[config.mk]
export PLATFORM = sky130hd
export DESIGN_NAME = rwc_reset_ctrl
export DESIGN_NICKNAME = d
export VERILOG_FILES = /design/src/rwc_pkg.sv /design/src/rwc_reset_ctrl.sv
export SDC_FILE = /design/constraint.sdc
export NUM_CORES = 1
export LEC_CHECK = 0
export ABC_AREA = 1
export BUFFER_PORTS_ARGS = -buffer_cell sky130_fd_sc_hd__buf_2
export CORE_ASPECT_RATIO = 2
export CORE_UTILIZATION = 48
export CTS_CLUSTER_SIZE = 14
export DETAILED_ROUTE_END_ITERATION = 6
export MAX_ROUTING_LAYER = met4
export PLACE_DENSITY = 0.74
export SETUP_SLACK_MARGIN = 0.5
export SLEW_MARGIN = 40
export SYNTH_ARGS = -nofsm -noshare
export SYNTH_HDL_FRONTEND = slang
export SYNTH_SLANG_ARGS = --single-unit
[constraint.sdc]
create_clock -name core_clk -period 1.9 [get_ports core_clk]
set_input_delay 0.38 -clock core_clk [delete_from_list [all_inputs] [get_ports core_clk]]
set_output_delay 0.38 -clock core_clk [all_outputs]
set_load 0.03 [all_outputs]
[src/rwc_pkg.sv]
// package for the reset and watchdog controller
// assumes a 125 MHz core clock and an 80 kHz low-frequency oscillator
package rwc_pkg;
    localparam int          CORE_CLK_KHZ      = 125000;
    localparam int          LFO_KHZ           = 80;
    // lfo tick period in core cycles, rounded down
    localparam int          LFO_DIV           = CORE_CLK_KHZ / LFO_KHZ;
    localparam int          LFO_DIV_W         = 11;
    localparam int          NUM_SOURCES       = 8;
    localparam int          NUM_PORT_PINS     = 18;
    localparam int          WDT_W             = 24;
    localparam logic [2:0]  WDT_INTERVAL_MAX  = 3'h7;
    localparam logic [2:0]  WDT_INTERVAL_MIN  = 3'h0;
    // interval n times out after 2^(WDT_BASE_SHIFT+n) lfo ticks
    localparam int          WDT_BASE_SHIFT    = 10;
    localparam logic [15:0] RESET_VECTOR      = 16'h0000;
    localparam logic [1:0]  SYSCLK_SEL_INT    = 2'h0;
    // source index in the cause vector
    localparam int          SRC_POR           = 0;
    localparam int          SRC_PIN           = 1;
    localparam int          SRC_CMP           = 2;
    localparam int          SRC_SW            = 3;
    localparam int          SRC_MON           = 4;
    localparam int          SRC_WDT           = 5;
    localparam int          SRC_MCD           = 6;
    localparam int          SRC_FLASH         = 7;
    typedef enum logic [1:0]
    {
        RWC_RUN     = 2'b00,
        RWC_HOLD    = 2'b01,
        RWC_RELEASE = 2'b10
    } rwc_state_t;
endpackage

[src/rwc_reset_ctrl.sv]
// reset source collector and watchdog for the core
// assumes core_clk runs free; source inputs other than sw_reset_req may be asynchronous, lfo from a pin
`timescale 1ns/1ns
// Behaviour
// - watchdog overflow puts the device into reset
// - after any reset watchdog runs, enabled, at the largest interval
// - software may disable or lock the watchdog; lock ignores disable
// - while locked all watchdog setting changes are blocked
// - watchdog reset never drives the external reset pin
// - watchdog counts lfo ticks with a programmable interval
// - reset halts the core
// - registers take reset values on every reset; the cause record is replaced by each reset
// - port latches go to one, open-drain, on reset
// - weak pull-ups on during and after reset
// - reset disables interrupts and timers
// - reset leaves ram contents untouched
// - power-on and monitor resets drive the reset pin low
// - leaving reset clears the pc and selects the internal oscillator
// - first fetch after reset is from address zero
// - eight sources can assert reset
module rwc_reset_ctrl
    import rwc_pkg::*;
(
    input  wire logic                     core_clk,
    input  wire logic                     rst_n,
    input  wire logic                     lfo_clk,
    input  wire logic                     reset_pin_n_in,
    input  wire logic                     cmp_reset_req,
    input  wire logic                     sw_reset_req,
    input  wire logic                     supply_monitor_fail,
    input  wire logic                     missing_clk_req,
    input  wire logic                     flash_error_req,
    input  wire logic                     wdt_restart,
    input  wire logic                     wdt_disable,
    input  wire logic                     wdt_lock,
    input  wire logic                     wdt_interval_wr,
    input  wire logic [2:0]               wdt_interval_in,
    output logic                          reset_pin_n_out,
    output logic                          reset_pin_n_oe,
    output logic                          sys_reset_n,
    output logic                          por_reset_n,
    output logic                          core_halt,
    output logic                          irq_disable,
    output logic                          timer_disable,
    output logic                          ram_keep,
    output logic [NUM_PORT_PINS-1:0]      port_latch,
    output logic [NUM_PORT_PINS-1:0]      port_open_drain,
    output logic                          weak_pullup_en,
    output logic                          pc_clear,
    output logic [15:0]                   fetch_addr,
    output logic [1:0]                    sysclk_sel,
    output logic                          wdt_enabled,
    output logic                          wdt_locked,
    output logic [2:0]                    wdt_interval,
    output logic [NUM_SOURCES-1:0]        reset_cause
);
    logic                   rst_s1;
    logic                   rst_s2;
    logic [4:0]             src_s1;
    logic [4:0]             src_s2;
    logic                   lfo_s1;
    logic                   lfo_s2;
    logic                   lfo_d;
    logic                   lfo_tick;
    logic [WDT_W-1:0]       wdt_cnt;
    logic                   wdt_ovf;
    logic                   wdt_fire;
    logic                   any_src;
    logic                   pin_drive;
    logic [1:0]             pin_hist;
    logic                   pin_mask;
    logic [NUM_SOURCES-1:0] src_vec;
    rwc_state_t             state;
    rwc_state_t             next_state;

    // por is the raw rst_n; its release passes two flops
    always_ff @(posedge core_clk or negedge rst_n)
    begin
        if (!rst_n)
        begin
            rst_s1 <= 1'b0;
            rst_s2 <= 1'b0;
        end
        else
        begin
            rst_s1 <= 1'b1;
            rst_s2 <= rst_s1;
        end
    end

    // asynchronous sources synchronised before use
    always_ff @(posedge core_clk or negedge rst_s2)
    begin
        if (!rst_s2)
        begin
            src_s1 <= 5'h00;
            src_s2 <= 5'h00;
            lfo_s1 <= 1'b0;
            lfo_s2 <= 1'b0;
            lfo_d  <= 1'b0;
        end
        else
        begin
            src_s1 <= {flash_error_req, missing_clk_req, supply_monitor_fail,
                       cmp_reset_req, !reset_pin_n_in};
            src_s2 <= src_s1;
            lfo_s1 <= lfo_clk;
            lfo_s2 <= lfo_s1;
            lfo_d  <= lfo_s2;
        end
    end

    assign lfo_tick = lfo_s2 && !lfo_d;

    // pin sample feeds back from our own drive; ignore it while we pull low
    always_comb
    begin
        src_vec            = '0;
        src_vec[SRC_POR]   = !rst_s2;
        src_vec[SRC_PIN]   = src_s2[0] && !pin_mask;
        src_vec[SRC_CMP]   = src_s2[1];
        src_vec[SRC_SW]    = sw_reset_req;
        src_vec[SRC_MON]   = src_s2[2];
        src_vec[SRC_WDT]   = wdt_fire;
        src_vec[SRC_MCD]   = src_s2[3];
        src_vec[SRC_FLASH] = src_s2[4];
    end

    assign any_src = |src_vec;

    always_comb
    begin
        next_state = state;
        case (state)
            RWC_RUN:
            begin
                if (any_src)
                begin
                    next_state = RWC_HOLD;
                end
            end
            RWC_HOLD:
            begin
                if (!any_src)
                begin
                    next_state = RWC_RELEASE;
                end
            end
            RWC_RELEASE:
            begin
                next_state = any_src ? RWC_HOLD : RWC_RUN;
            end
            default:
            begin
                next_state = RWC_HOLD;
            end
        endcase
    end

    always_ff @(posedge core_clk or negedge rst_s2)
    begin
        if (!rst_s2)
        begin
            state <= RWC_HOLD;
        end
        else
        begin
            state <= next_state;
        end
    end

    // latch causes; por leaves only the por bit, other resets replace the record
    always_ff @(posedge core_clk or negedge rst_s2)
    begin
        if (!rst_s2)
        begin
            reset_cause <= '0;
            reset_cause[SRC_POR] <= 1'b1;
        end
        else if (state == RWC_RUN && any_src)
        begin
            reset_cause <= src_vec;
        end
    end

    // pin driven low only for power-on and monitor resets, never watchdog
    always_ff @(posedge core_clk or negedge rst_s2)
    begin
        if (!rst_s2)
        begin
            pin_drive <= 1'b1;
        end
        else if (state == RWC_RELEASE || state == RWC_RUN)
        begin
            pin_drive <= src_vec[SRC_MON];
        end
        else if (src_vec[SRC_MON])
        begin
            pin_drive <= 1'b1;
        end
    end

    // synchronised pin lags our drive by two edges; without this mask
    // releasing the pin would re-trigger a pin reset
    always_ff @(posedge core_clk or negedge rst_s2)
    begin
        if (!rst_s2)
        begin
            pin_hist <= 2'h3;
        end
        else
        begin
            pin_hist <= {pin_hist[0], pin_drive};
        end
    end

    assign pin_mask = pin_drive || (|pin_hist);

    assign reset_pin_n_out = 1'b0;
    assign reset_pin_n_oe  = pin_drive || !rst_s2;

    // watchdog settings; reset restores enabled, unlocked, max interval
    always_ff @(posedge core_clk or negedge rst_s2)
    begin
        if (!rst_s2)
        begin
            wdt_enabled  <= 1'b1;
            wdt_locked   <= 1'b0;
            wdt_interval <= WDT_INTERVAL_MAX;
        end
        else if (state != RWC_RUN)
        begin
            wdt_enabled  <= 1'b1;
            wdt_locked   <= 1'b0;
            wdt_interval <= WDT_INTERVAL_MAX;
        end
        else if (!wdt_locked)
        begin
            if (wdt_lock)
            begin
                wdt_locked  <= 1'b1;
                wdt_enabled <= 1'b1;
            end
            else if (wdt_disable)
            begin
                wdt_enabled <= 1'b0;
            end
            if (wdt_interval_wr && !wdt_lock)
            begin
                wdt_interval <= wdt_interval_in;
            end
        end
    end

    assign wdt_ovf = wdt_cnt[WDT_BASE_SHIFT + 32'(wdt_interval)];

    // counts only on lfo ticks; restart wins over an overflow tick
    always_ff @(posedge core_clk or negedge rst_s2)
    begin
        if (!rst_s2)
        begin
            wdt_cnt  <= '0;
            wdt_fire <= 1'b0;
        end
        else if (state != RWC_RUN || !wdt_enabled || wdt_restart)
        begin
            wdt_cnt  <= '0;
            wdt_fire <= 1'b0;
        end
        else if (wdt_ovf)
        begin
            wdt_fire <= 1'b1;
        end
        else if (lfo_tick)
        begin
            wdt_cnt <= wdt_cnt + 1'b1;
        end
    end

    // reset-state effects on the rest of the chip
    always_comb
    begin
        sys_reset_n     = (state == RWC_RUN);
        por_reset_n     = rst_s2;
        core_halt       = (state != RWC_RUN);
        irq_disable     = core_halt;
        timer_disable   = core_halt;
        ram_keep        = 1'b1;
        weak_pullup_en  = 1'b1;
        pc_clear        = core_halt;
        fetch_addr      = RESET_VECTOR;
    end

    // latches and clock select held at defaults while in reset
    always_ff @(posedge core_clk or negedge rst_s2)
    begin
        if (!rst_s2)
        begin
            port_latch      <= '1;
            port_open_drain <= '1;
            sysclk_sel      <= SYSCLK_SEL_INT;
        end
        else if (state != RWC_RUN)
        begin
            port_latch      <= '1;
            port_open_drain <= '1;
            sysclk_sel      <= SYSCLK_SEL_INT;
        end
    end
endmodule

==> PnR_summary.wiki, run 1 <==
{| class="wikitable"
! Metric !! Value
|-
| Status || completed
|-
| Maximum clock frequency || 594 MHz
|-
| Most common cell in the netlist || nand2_1
|-
| Vias || 2,965
|-
| Synth Area per Inst || 7.56 sq um
|-
| Number of setup violations in the final report || 0
|-
| Height of the die || 123 um
|-
| Via density per instance || 4.83
|-
| Maximum count of clock buffers along a single path || 2
|-
| CTS buffer count || 9
|-
| Most used standard cells in the synthesized netlist || 134 x nand2_1, 62 x nor2_1, 60 x buf_4, 52 x nand3_1, 49 x dfrtp_1
|-
| Reg clk slew, reported paths || 0.06 ns
|-
| Arrival time of the worst setup path || 1.30 ns
|-
| Final antenna diode count || 0
|-
| Switching share of total power || 26.5%
|-
| Number of nets still failing antenna checks after routing || 0
|-
| Count of distinct cell types in the synthesized netlist || 28
|-
| Post-synth top area cell || dfrtp_1
|-
| Number of antenna violations at the first check in global routing || 0
|-
| Primary flip-flop cell chosen by synthesis mapping || dfrtp_1
|-
| Largest net degree at the start of global routing || 25
|-
| Worst IR Drop VDD || 0.483 mV
|-
| Average routed wire per standard cell || 13.3 um
|-
| Total GRT Usage || 22.6%
|-
| Start point of the critical path || wdt_interval[0]$_DFFE_PN1P_
|-
| Maximum net fanout on the critical path || 5
|-
| Final period demand of the worst path || 1.68 ns
|-
| EDFF count, synth || 0
|-
| Setup TNS || 0 ns
|-
| Reg-to-reg setup timing slack || 0.24 ns
|-
| H-Tree Level Count || 3
|-
| Detailed-route wire length || 8.14 mm
|-
| R2r worst-path depth || 9
|-
| Required time of the critical path || 1.52 ns
|-
| Max Clock Skew || 0.00609 ns
|-
| Total congestion overflow || 0
|-
| Standard cell core area || 0.00699 sq mm
|-
| Row count || 43
|-
| Internal power of the cells || 2.52 mW
|-
| DPL Wire Length || 5.57 mm
|-
| Warnings, synthesis || 0
|-
| Final-report max-slew violation count || 0
|-
| TritonCTS clock tree || built
|-
| Chip width || 62.4 um
|-
| Launching point of the worst reg2reg path || wdt_interval[0]$_DFFE_PN1P_
|-
| Cell at the root of the clock tree || clkbuf_16
|-
| Number of DRC violations after detailed-routing iteration 0 || 113
|-
| Summed instance area of the synthesized netlist || 0.00351 sq mm
|-
| Wire length of the first global-routing pass || 12.7 mm
|-
| Comb power frac || 10.7%
|-
| Setup repair after global routing missed its margin || true
|-
| Portion of total power attributed to the clock network || 51.0%
|-
| I/O pins || 93
|-
| Synthesized flop and latch total || 58
|-
| Number of cells produced by synthesis || 464
|-
| Relative area change from synthesis to final layout || 19.4%
|-
| # port buffers || 35
|-
| Pwr/cell area || 818 mW/mm^2
|-
| Path type of the worst min-delay path || input pin to register
|-
| Initial Util || 50.1%
|-
| Fraction of layout instances using a drive strength above 1 || 21.2%
|-
| FF-to-FF End || wdt_cnt[5]$_DFFE_PN0P_
|-
| Die area || 0.00767 sq mm
|-
| Cell leakage power || 2.02 nW
|-
| Utilization of the core after routing || 59.8%
|-
| Endpoint of the most critical setup path || wdt_interval[0]
|-
| Final cycle utilization of the critical path || 88.6%
|-
| Final estimated routing congestion in global placement || 0.935
|-
| Yosys top cell area share || 35.0%
|-
| Cells taking the most area after synthesis || dfrtp_1 35%, nand2_1 14%, buf_4 13%
|-
| Post-synth ARST share || 100%
|-
| Iteration count of the initial detailed-routing pass || 4
|-
| Type of element launching the critical path || register
|-
| Num Clock Sinks || 58
|-
| Sequential Power Share || 38.2%
|-
| Crit. End Element || output pin
|-
| Max capacitance violation total || 0
|-
| Sw power || 907 uW
|-
| Worst-Skew Late Latency || 0.33 ns
|-
| Net count of the finished layout || 537
|-
| Number of remaining DRC errors || 0
|-
| Hold violation total from the final report || 0
|-
| Sequential cell area fraction in the yosys report || 41.7%
|-
| Vias in the first global route || 2,844
|-
| Path type of the worst setup path || register to output pin
|}
through the flow:
| step | total power [mW] | cells | setup slack (ns) | hold WS (ns) | area [sq um] |
|---|---|---|---|---|---|
| final | 3.42 | 614 | 0.217 | 0.150 | 4190 |
| after global routing | 3.54 | 614 | 0.139 | 0.145 | 4190 |
| after CTS | 3.44 | 609 | 0.242 | 0.141 | 4070 |
| after detailed placement | 1.66 | 583 | 0.166 | 0.167 | 3570 |
| after global placement | 1.66 | 583 | 0.206 | 0.166 | 3570 |
| after floorplan | 1.69 | 520 | 0.199 | 0.0844 | 3780 |
kinds of logic (layout without fill, tap and decap cells):
family                     after synthesis  after routing  share of synthesized area, %
AOI/OAI and AO/OA                       18             18                          2.57
xor gates and xnor gates                13             13                          3.25
adders and majority gates                2              2                         0.714
buffers and inverters                  109            112                          19.5
DFF                                     58             58                          41.7
other                                    2             58                         0.214
and+or+nand+nor                        262            263                          32.0
final cells by class:
type	instances	area, sq um
clock buffers	9	225
clock inverters	7	103
fillers	595	2810
inverters	39	159
multi-input cells	354	1680
flip-flops and latches	58	1470
well taps	90	113
repair buffers	57	442
worst max-delay path, stage by stage (launching register included):
cell and delay, ns:
dfstp_2 0.61, buf_6 0.14, buf_4 0.10, buf_6 0.12
how the worst min path moves through the flow:
stage / to / startpoint / slack [ns] / cells past startpoint
after floorplan: rst_s1$_DFF_PN0_ / rst_n / 0.08 / 0
after global placement: rst_s1$_DFF_PN0_ / rst_n / 0.17 / 1
after detailed placement: rst_s1$_DFF_PN0_ / rst_n / 0.17 / 1
after CTS: src_s1[3]$_DFF_PN0_ / missing_clk_req / 0.14 / 1
after global routing: src_s1[1]$_DFF_PN0_ / cmp_reset_req / 0.15 / 1
final: src_s1[1]$_DFF_PN0_ / cmp_reset_req / 0.15 / 1
power groups by stage:
stage	Clock [mW]	Sequential, mW	Combinational (mW)
after floorplan	0	1.39	0.298
after global placement	0	1.33	0.329
after detailed placement	0	1.33	0.333
after CTS	1.77	1.31	0.357
after global routing	1.83	1.31	0.393
final	1.75	1.31	0.368
per-layer routing:
layer / wire [um] / up-vias / share of wire [%] / track usage, %
li1: - / 1428 / - / -
met1: 2810 / 1397 / 35 / 20.8
met2: 4510 / 112 / 55 / 40.7
met3: 382 / 28 / 4.7 / 4.65
met4: 431 / 0 / 5.3 / 16.1
met5: 0 / - / 0 / -
flip-flops by register name, indices dropped and copies added (netlist names):
name / cells
wdt_fire: 1
pin_drive: 1
pin_hist: 2
reset_cause: 8
por_reset_n: 1
rst_s1: 1
wdt_cnt: 24
lfo_s2: 1
lfo_d: 1
wdt_locked: 1
src_s2: 5
wdt_interval: 3
state: 2
wdt_enabled: 1
src_s1: 5
lfo_s1: 1
layout by cell type, fill, tap and decap left out, types with 3 or more instances in the layout:
| cell | Yosys | layout |
|---|---|---|
| dfrtp_1 | 49 | 48 |
| clkinv_4 | 0 | 3 |
| conb_1 | 2 | 58 |
| buf_6 | 5 | 15 |
| buf_2 | 4 | 23 |
| clkbuf_16 | 0 | 9 |
| nor2_2 | 1 | 3 |
| o21ai_0 | 14 | 7 |
| xor2_1 | 11 | 11 |
| nand3_2 | 1 | 8 |
| nand2_1 | 134 | 131 |
| o21ai_1 | 0 | 7 |
| a21oi_1 | 4 | 3 |
| inv_1 | 36 | 34 |
| nand3_1 | 52 | 45 |
| buf_4 | 60 | 17 |
| dfstp_2 | 9 | 9 |
| nor2_1 | 62 | 59 |
| inv_6 | 0 | 3 |
repair_timing:
| action | CTS | global route |
|---|---|---|
| hold buffers | 1 | 0 |
| cloned | 0 | 1 |
| resized for setup | 29 | 21 |
| endpoints found under the setup margin | 44 | 48 |
| setup buffers | 9 | 4 |
| hold endpoints to repair | 2 | 0 |
| pin swaps | 2 | 3 |
No activity file was read; power rests on OpenSTA's default activity.
==> run 2: changes to the inputs <==
- CORE_UTILIZATION: 48 -> 53
- PLACE_DENSITY: 0.74 -> 0.77
- clock period: 1.9 -> 1.8 ns (I/O delays scaled with it)
==> run 2 against run 1 <==
Effect of this change:
- sequential power up 5%
- sequential cell count unchanged
- critical path depth is 6 higher
- count of clock-buffer cells in the layout up 3
- clock power rose by 7%
- design area grew 2.2%
- critical endpoint is now wdt_cnt[22]$_DFFE_PN0P_
- global-route usage grew 5.3 points
- worst hold slack got worse by 0.015 ns
- register-to-register slack got worse by 0.13 ns
- sequential share of layout area decreased by 0.76 points
- critical path type is now register to register
- combinational power up 7.1%
==> PnR_summary.wiki, run 2 (synthesized netlist as in run 1, its figures left out) <==
{| class="wikitable"
! Metric !! Value
|-
| Path type of the worst setup path || register to register
|-
| Pre-CTS worst setup slack || 0.0735 ns
|-
| Maximum count of clock buffers along a single path || 2
|-
| Number of antenna violations at the first check in global routing || 0
|-
| Max Clock Skew || 0.00870 ns
|-
| Detailed-route wire length || 8.52 mm
|-
| I/O pins || 93
|-
| Final cycle utilization of the critical path || 93.8%
|-
| Standard cell core area || 0.00636 sq mm
|-
| Sw power || 916 uW
|-
| Fin worst setup slack || 0.111 ns
|-
| Worst hold margin || 0.135 ns
|-
| Sequential Power Share || 37.9%
|-
| Number of nets still failing antenna checks after routing || 0
|-
| DP Area || 0.00360 sq mm
|-
| Via density per instance || 4.90
|-
| Path type of the worst min-delay path || input pin to register
|-
| Sink of the worst hold path || src_s1[2]$_DFF_PN0_
|-
| Launching point of the worst reg2reg path || wdt_interval[0]$_DFFE_PN1P_
|-
| Reg-to-reg setup timing slack || 0.11 ns
|-
| Maximum clock frequency || 592 MHz
|-
| Num Clock Sinks || 58
|-
| Net count of the finished layout || 545
|-
| Initial Util || 55.1%
|-
| Switching share of total power || 25.2%
|-
| DP Cell Count || 582
|-
| Number of setup violations in the final report || 0
|-
| Max capacitance violation total || 0
|-
| Most frequent cells in the layout || 131 x nand2_1, 59 x nor2_1, 58 x conb_1, 49 x nand3_1, 48 x dfrtp_1
|-
| Final period demand of the worst path || 1.69 ns
|-
| Number of remaining DRC errors || 0
|-
| Number of cells traversed by the worst hold path || 1
|-
| Wire length of the first global-routing pass || 13.5 mm
|-
| Final estimated routing congestion in global placement || 0.997
|-
| H-Tree Level Count || 3
|-
| Crit. End Element || register
|-
| Average routed wire per standard cell || 13.8 um
|-
| CP max stage delay || 0.61 ns
|-
| Post-route non-filler standard cell count || 618
|-
| Overall power of the completed layout || 3.64 mW
|-
| Total GRT Usage || 27.8%
|-
| Area of all placed cells without fillers || 0.00428 sq mm
|-
| # port buffers || 35
|-
| Chip width || 59.5 um
|-
| Height of the die || 117 um
|-
| FF-to-FF End || wdt_cnt[22]$_DFFE_PN0P_
|-
| Slowest library cell on the worst path || dfstp_2
|-
| Cell leakage power || 2.07 nW
|-
| Family with the most delay on the worst path || simple AND/OR/NAND/NOR gates
|-
| Hold violation total from the final report || 0
|-
| Setup repair after global routing missed its margin || true
|-
| Min-Delay Startpoint || supply_monitor_fail
|-
| Portion of total power attributed to the clock network || 51.2%
|-
| Utilization of the core after routing || 67.3%
|-
| Die area || 0.00696 sq mm
|-
| Fraction of layout instances using a drive strength above 1 || 22.2%
|-
| Arrival time of the worst setup path || 1.90 ns
|-
| # fillers || 541
|-
| Status || completed
|-
| Type of element launching the critical path || register
|-
| Reg clk slew, reported paths || 0.05 ns
|-
| Vias in the first global route || 2,916
|-
| Cell at the root of the clock tree || clkbuf_16
|-
| Vias || 3,030
|-
| Final antenna diode count || 0
|-
| Worst IR Drop VDD || 0.585 mV
|-
| Pwr/cell area || 851 mW/mm^2
|-
| Leading cell type in the layout, fill and taps excluded || nand2_1
|-
| Relative area change from synthesis to final layout || 22.0%
|-
| Largest net degree at the start of global routing || 32
|-
| Row count || 41
|-
| Largest register FFs || 24
|-
| Total congestion overflow || 0
|-
| DPL Wire Length || 5.85 mm
|-
| Cells along the critical path || inv_6 > or2_0 > nand2_1 > nand3_2 > nand3_2 > nand3_4 > buf_4 > nand3_1 > nand2_1
|-
| Top flop regs || wdt_cnt (24), reset_cause (8)
|-
| R2r worst-path depth || 9
|-
| TritonCTS clock tree || built
|-
| Worst-Skew Late Latency || 0.33 ns
|-
| Worst Path Buf+Inv || 2
|-
| Number of DRC violations after detailed-routing iteration 0 || 133
|-
| Biggest register || wdt_cnt
|-
| Final-report max-slew violation count || 0
|-
| Iteration count of the initial detailed-routing pass || 4
|-
| Setup TNS || 0 ns
|-
| Required time of the critical path || 2.01 ns
|-
| Internal power of the cells || 2.72 mW
|-
| CTS buffer count || 9
|-
| Comb power frac || 10.8%
|-
| Maximum net fanout on the critical path || 9
|}
-- run 2: per-layer routing --
metal / routed length, um / track usage [%] / share of wire (%) / up-vias
li1: - / - / - / 1447
met1: 2930 / 24.9 / 34 / 1447
met3: 256 / 6.70 / 3.0 / 37
met4: 504 / 18.9 / 5.9 / 0
met2: 4830 / 49.6 / 57 / 99
met5: 0 / - / 0 / -
-- run 2: area by class of cell --
type                       instances  area, sq um  area share [%]
inverter                          39          159            3.71
multi-input combinational        354         1680            39.3
timing repair buffer              65          532            12.4
sequential                        58         1470            34.3
clock buffer                      12          256            6.00
tap                               86          108            2.52
clock inverter                     4         73.8            1.73
-- run 2: worst register-to-register path, cell delays in order (launching register included) --
cell     delay (ns)
dfstp_2        0.61
inv_6          0.06
or2_0          0.20
nand2_1        0.08
nand3_2        0.07
nand3_2        0.10
nand3_4        0.13
buf_4          0.19
nand3_1        0.06
nand2_1        0.06
-- run 2: power groups by stage --
stage / clock (mW) / sequential [mW] / combinational [mW]
floorplan: 0 / 1.47 / 0.315
global placement: 0 / 1.40 / 0.355
detailed placement: 0 / 1.40 / 0.360
CTS: 1.90 / 1.38 / 0.389
global route: 1.96 / 1.39 / 0.426
finish: 1.87 / 1.38 / 0.394
-- run 2: what timing repair did --
| item | 4_1_cts | 5_1_grt |
|---|---|---|
| cloned | 1 | 0 |
| hold buffers | 1 | 0 |
| hold endpoints to repair | 2 | 0 |
| pin swaps | 4 | 9 |
| setup buffers | 15 | 3 |
| resized for setup | 38 | 17 |
| setup endpoints to repair | 48 | 49 |
-- run 2: how the worst max path moves through the flow --
stage	startpoint	to	slack (ns)	cells after the start
after floorplan	wdt_interval[0]$_DFFE_PN1P_	wdt_cnt[11]$_DFFE_PN0P_	0.1	11
after global placement	wdt_interval[0]$_DFFE_PN1P_	wdt_cnt[18]$_DFFE_PN0P_	0.15	9
after detailed placement	wdt_interval[0]$_DFFE_PN1P_	wdt_cnt[19]$_DFFE_PN0P_	0.07	9
after CTS	wdt_interval[0]$_DFFE_PN1P_	wdt_cnt[23]$_DFFE_PN0P_	0.15	9
after global routing	wdt_interval[0]$_DFFE_PN1P_	wdt_cnt[23]$_DFFE_PN0P_	0.03	10
final	wdt_interval[0]$_DFFE_PN1P_	wdt_cnt[22]$_DFFE_PN0P_	0.11	9
==> run 3: changes to the inputs <==
- CORE_UTILIZATION: 53 -> 48
- CTS_CLUSTER_DIAMETER: not set -> 100
- PLACE_DENSITY: 0.77 -> 0.74
- clock period: 1.8 -> 1.5 ns (I/O delays scaled with it)
==> run 3 against run 2 <==
Effect of this change:
- the flow now finishes with violations (negative setup slack)
- clock skew down 0.0019 ns
- power is 16% higher
- routed wire length is 19% higher
- critical path type unchanged
- combinational power increased by 62%
- largest power group unchanged
- via count increased by 6.6%
- global-route usage is essentially flat
==> PnR_summary.wiki, run 3 (synthesized netlist as in run 1, its figures left out) <==
{| class="wikitable"
! Metric !! Value
|-
| Status || finished with violations
|-
| Violations in the final reports || negative setup slack
|-
| DP Area || 0.00377 sq mm
|-
| Family with the most delay on the worst path || simple AND/OR/NAND/NOR gates
|-
| Largest net degree at the start of global routing || 36
|-
| Crit. End Element || register
|-
| Fin worst setup slack || -0.279 ns
|-
| Max Clock Skew || 0.00682 ns
|-
| Comb power frac || 15.1%
|-
| Max capacitance violation total || 0
|-
| Number of nets still failing antenna checks after routing || 0
|-
| Reg clk slew, reported paths || 0.06 ns
|-
| Relative area change from synthesis to final layout || 32.7%
|-
| Pwr/cell area || 907 mW/mm^2
|-
| Required time of the critical path || 1.73 ns
|-
| Row count || 43
|-
| Number of setup violations in the final report || 31
|-
| CTS buffer count || 9
|-
| Setup repair after global routing missed its margin || true
|-
| I/O pins || 93
|-
| Vias in the first global route || 3,137
|-
| Utilization of the core after routing || 66.5%
|-
| Final estimated routing congestion in global placement || 0.919
|-
| Most used cell along the critical path || nand3_1
|-
| Sw power || 1.23 mW
|-
| Hold violation total from the final report || 0
|-
| Cell at the root of the clock tree || clkbuf_16
|-
| Vias || 3,230
|-
| Worst Path Buf+Inv || 2
|-
| Portion of total power attributed to the clock network || 45.5%
|-
| Standard cell core area || 0.00699 sq mm
|-
| Number of remaining DRC errors || 0
|-
| Average routed wire per standard cell || 15.6 um
|-
| Largest register FFs || 24
|-
| Leading cell type in the layout, fill and taps excluded || nand2_1
|-
| H-Tree Level Count || 3
|-
| Final-report max-slew violation count || 0
|-
| Internal power of the cells || 2.99 mW
|-
| TritonCTS clock tree || built
|-
| Fraction of layout instances using a drive strength above 1 || 29.9%
|-
| Path type of the worst min-delay path || input pin to register
|-
| Cells along the critical path || buf_4 > nand2_1 > nand3_1 > nand3_1 > nand3_2 > nand3_4 > buf_12 > nand3_1 > nand2_1
|-
| Die area || 0.00767 sq mm
|-
| Type of element launching the critical path || register
|-
| Maximum count of clock buffers along a single path || 2
|-
| Final period demand of the worst path || 1.78 ns
|-
| Top flop regs || wdt_cnt (24), reset_cause (8)
|-
| Most frequent cells in the layout || 122 x nand2_1, 58 x nor2_1, 58 x conb_1, 48 x dfrtp_1, 46 x nand3_1
|-
| Slowest library cell on the worst path || dfstp_2
|-
| Area of all placed cells without fillers || 0.00465 sq mm
|-
| Worst-Skew Late Latency || 0.34 ns
|-
| Maximum clock frequency || 562 MHz
|-
| Arrival time of the worst setup path || 2.01 ns
|-
| DPL Wire Length || 5.97 mm
|-
| Iteration count of the initial detailed-routing pass || 5
|-
| Biggest register || wdt_cnt
|-
| # fillers || 538
|-
| Height of the die || 123 um
|-
| Cell leakage power || 2.23 nW
|-
| # port buffers || 35
|-
| Num Clock Sinks || 58
|-
| Chip width || 62.4 um
|-
| Final cycle utilization of the critical path || 119%
|-
| Worst hold margin || 0.0668 ns
|-
| Net count of the finished layout || 574
|-
| Total GRT Usage || 27.8%
|-
| Switching share of total power || 29.2%
|-
| Maximum net fanout on the critical path || 24
|-
| Worst IR Drop VDD || 0.576 mV
|-
| Via density per instance || 4.96
|-
| Sequential Power Share || 39.5%
|-
| Final antenna diode count || 0
|-
| Wire length of the first global-routing pass || 15.5 mm
|-
| Detailed-route wire length || 10.2 mm
|-
| CP max stage delay || 0.62 ns
|-
| Number of DRC violations after detailed-routing iteration 0 || 175
|-
| Number of antenna violations at the first check in global routing || 0
|-
| Initial Util || 50.1%
|-
| Total congestion overflow || 0
|-
| Path type of the worst setup path || register to register
|}
-- run 3: what timing repair did --
| item | 4_1_cts | 5_1_grt |
|---|---|---|
| resized for setup | 91 | 21 |
| hold endpoints to repair | 2 | 0 |
| gates cloned | 1 | 0 |
| buffers inserted | 20 | 8 |
| setup endpoints to repair | 59 | 61 |
| hold buffers | 1 | 0 |
| pin swaps | 8 | 5 |
-- run 3: layer usage --
layer  track usage [%]  share of wire (%)  up-vias
met4              19.0                7.5        0
li1                  -                  -     1509
met1              26.0                 32     1500
met3              4.83                5.4       56
met2              50.6                 55      165
met5                 -                  0        -
-- run 3: stage by stage --
| stage | power (mW) | setup WS (ns) | TNS, ns | cells |
|---|---|---|---|---|
| floorplan | 2.14 | -0.201 | -5.47 | 520 |
| global placement | 2.11 | -0.0875 | -1.97 | 605 |
| detailed placement | 2.12 | -0.165 | -3.51 | 605 |
| CTS | 4.15 | -0.119 | -2.93 | 643 |
| global route | 4.34 | -0.368 | -9.27 | 651 |
| finish | 4.22 | -0.279 | -7.19 | 651 |
-- run 3: area by class of cell --
type / instances / area, sq um / share of cell area, %
Inverter: 39 / 159 / 3.41
Sequential cell: 58 / 1470 / 31.5
Clock buffer: 10 / 239 / 5.14
Tap cell: 90 / 113 / 2.42
Multi-Input combinational cell: 354 / 1800 / 38.7
Clock inverter: 6 / 41.3 / 0.887
Timing Repair Buffer: 94 / 832 / 17.9
-- run 3: path summary, 6_finish.rpt --
check	from	end	slack (ns)	depth (start not counted)
min in group asynchronous	rst_n	por_reset_n$_DFF_PN0_	0.30	2
setup reg to reg	wdt_interval[0]$_DFFE_PN1P_	wdt_cnt[13]$_DFFE_PN0P_	-0.28	9
setup / recovery	wdt_interval[0]$_DFFE_PN1P_	wdt_cnt[13]$_DFFE_PN0P_	-0.28	9
hold reg to reg	src_s1[2]$_DFF_PN0_	src_s2[2]$_DFF_PN0_	0.35	0
hold / removal	missing_clk_req	src_s1[3]$_DFF_PN0_	0.07	1
max in group asynchronous	por_reset_n$_DFF_PN0_	wdt_interval[2]$_DFFE_PN1P_	0.65	3
-- run 3: power by group through the flow --
stage	registers [mW]	logic (mW)	clock network, mW
after floorplan	1.76	0.378	0
after global placement	1.68	0.437	0
after detailed placement	1.68	0.442	0
after CTS	1.66	0.572	1.92
after global routing	1.67	0.667	2.01
final	1.67	0.637	1.92
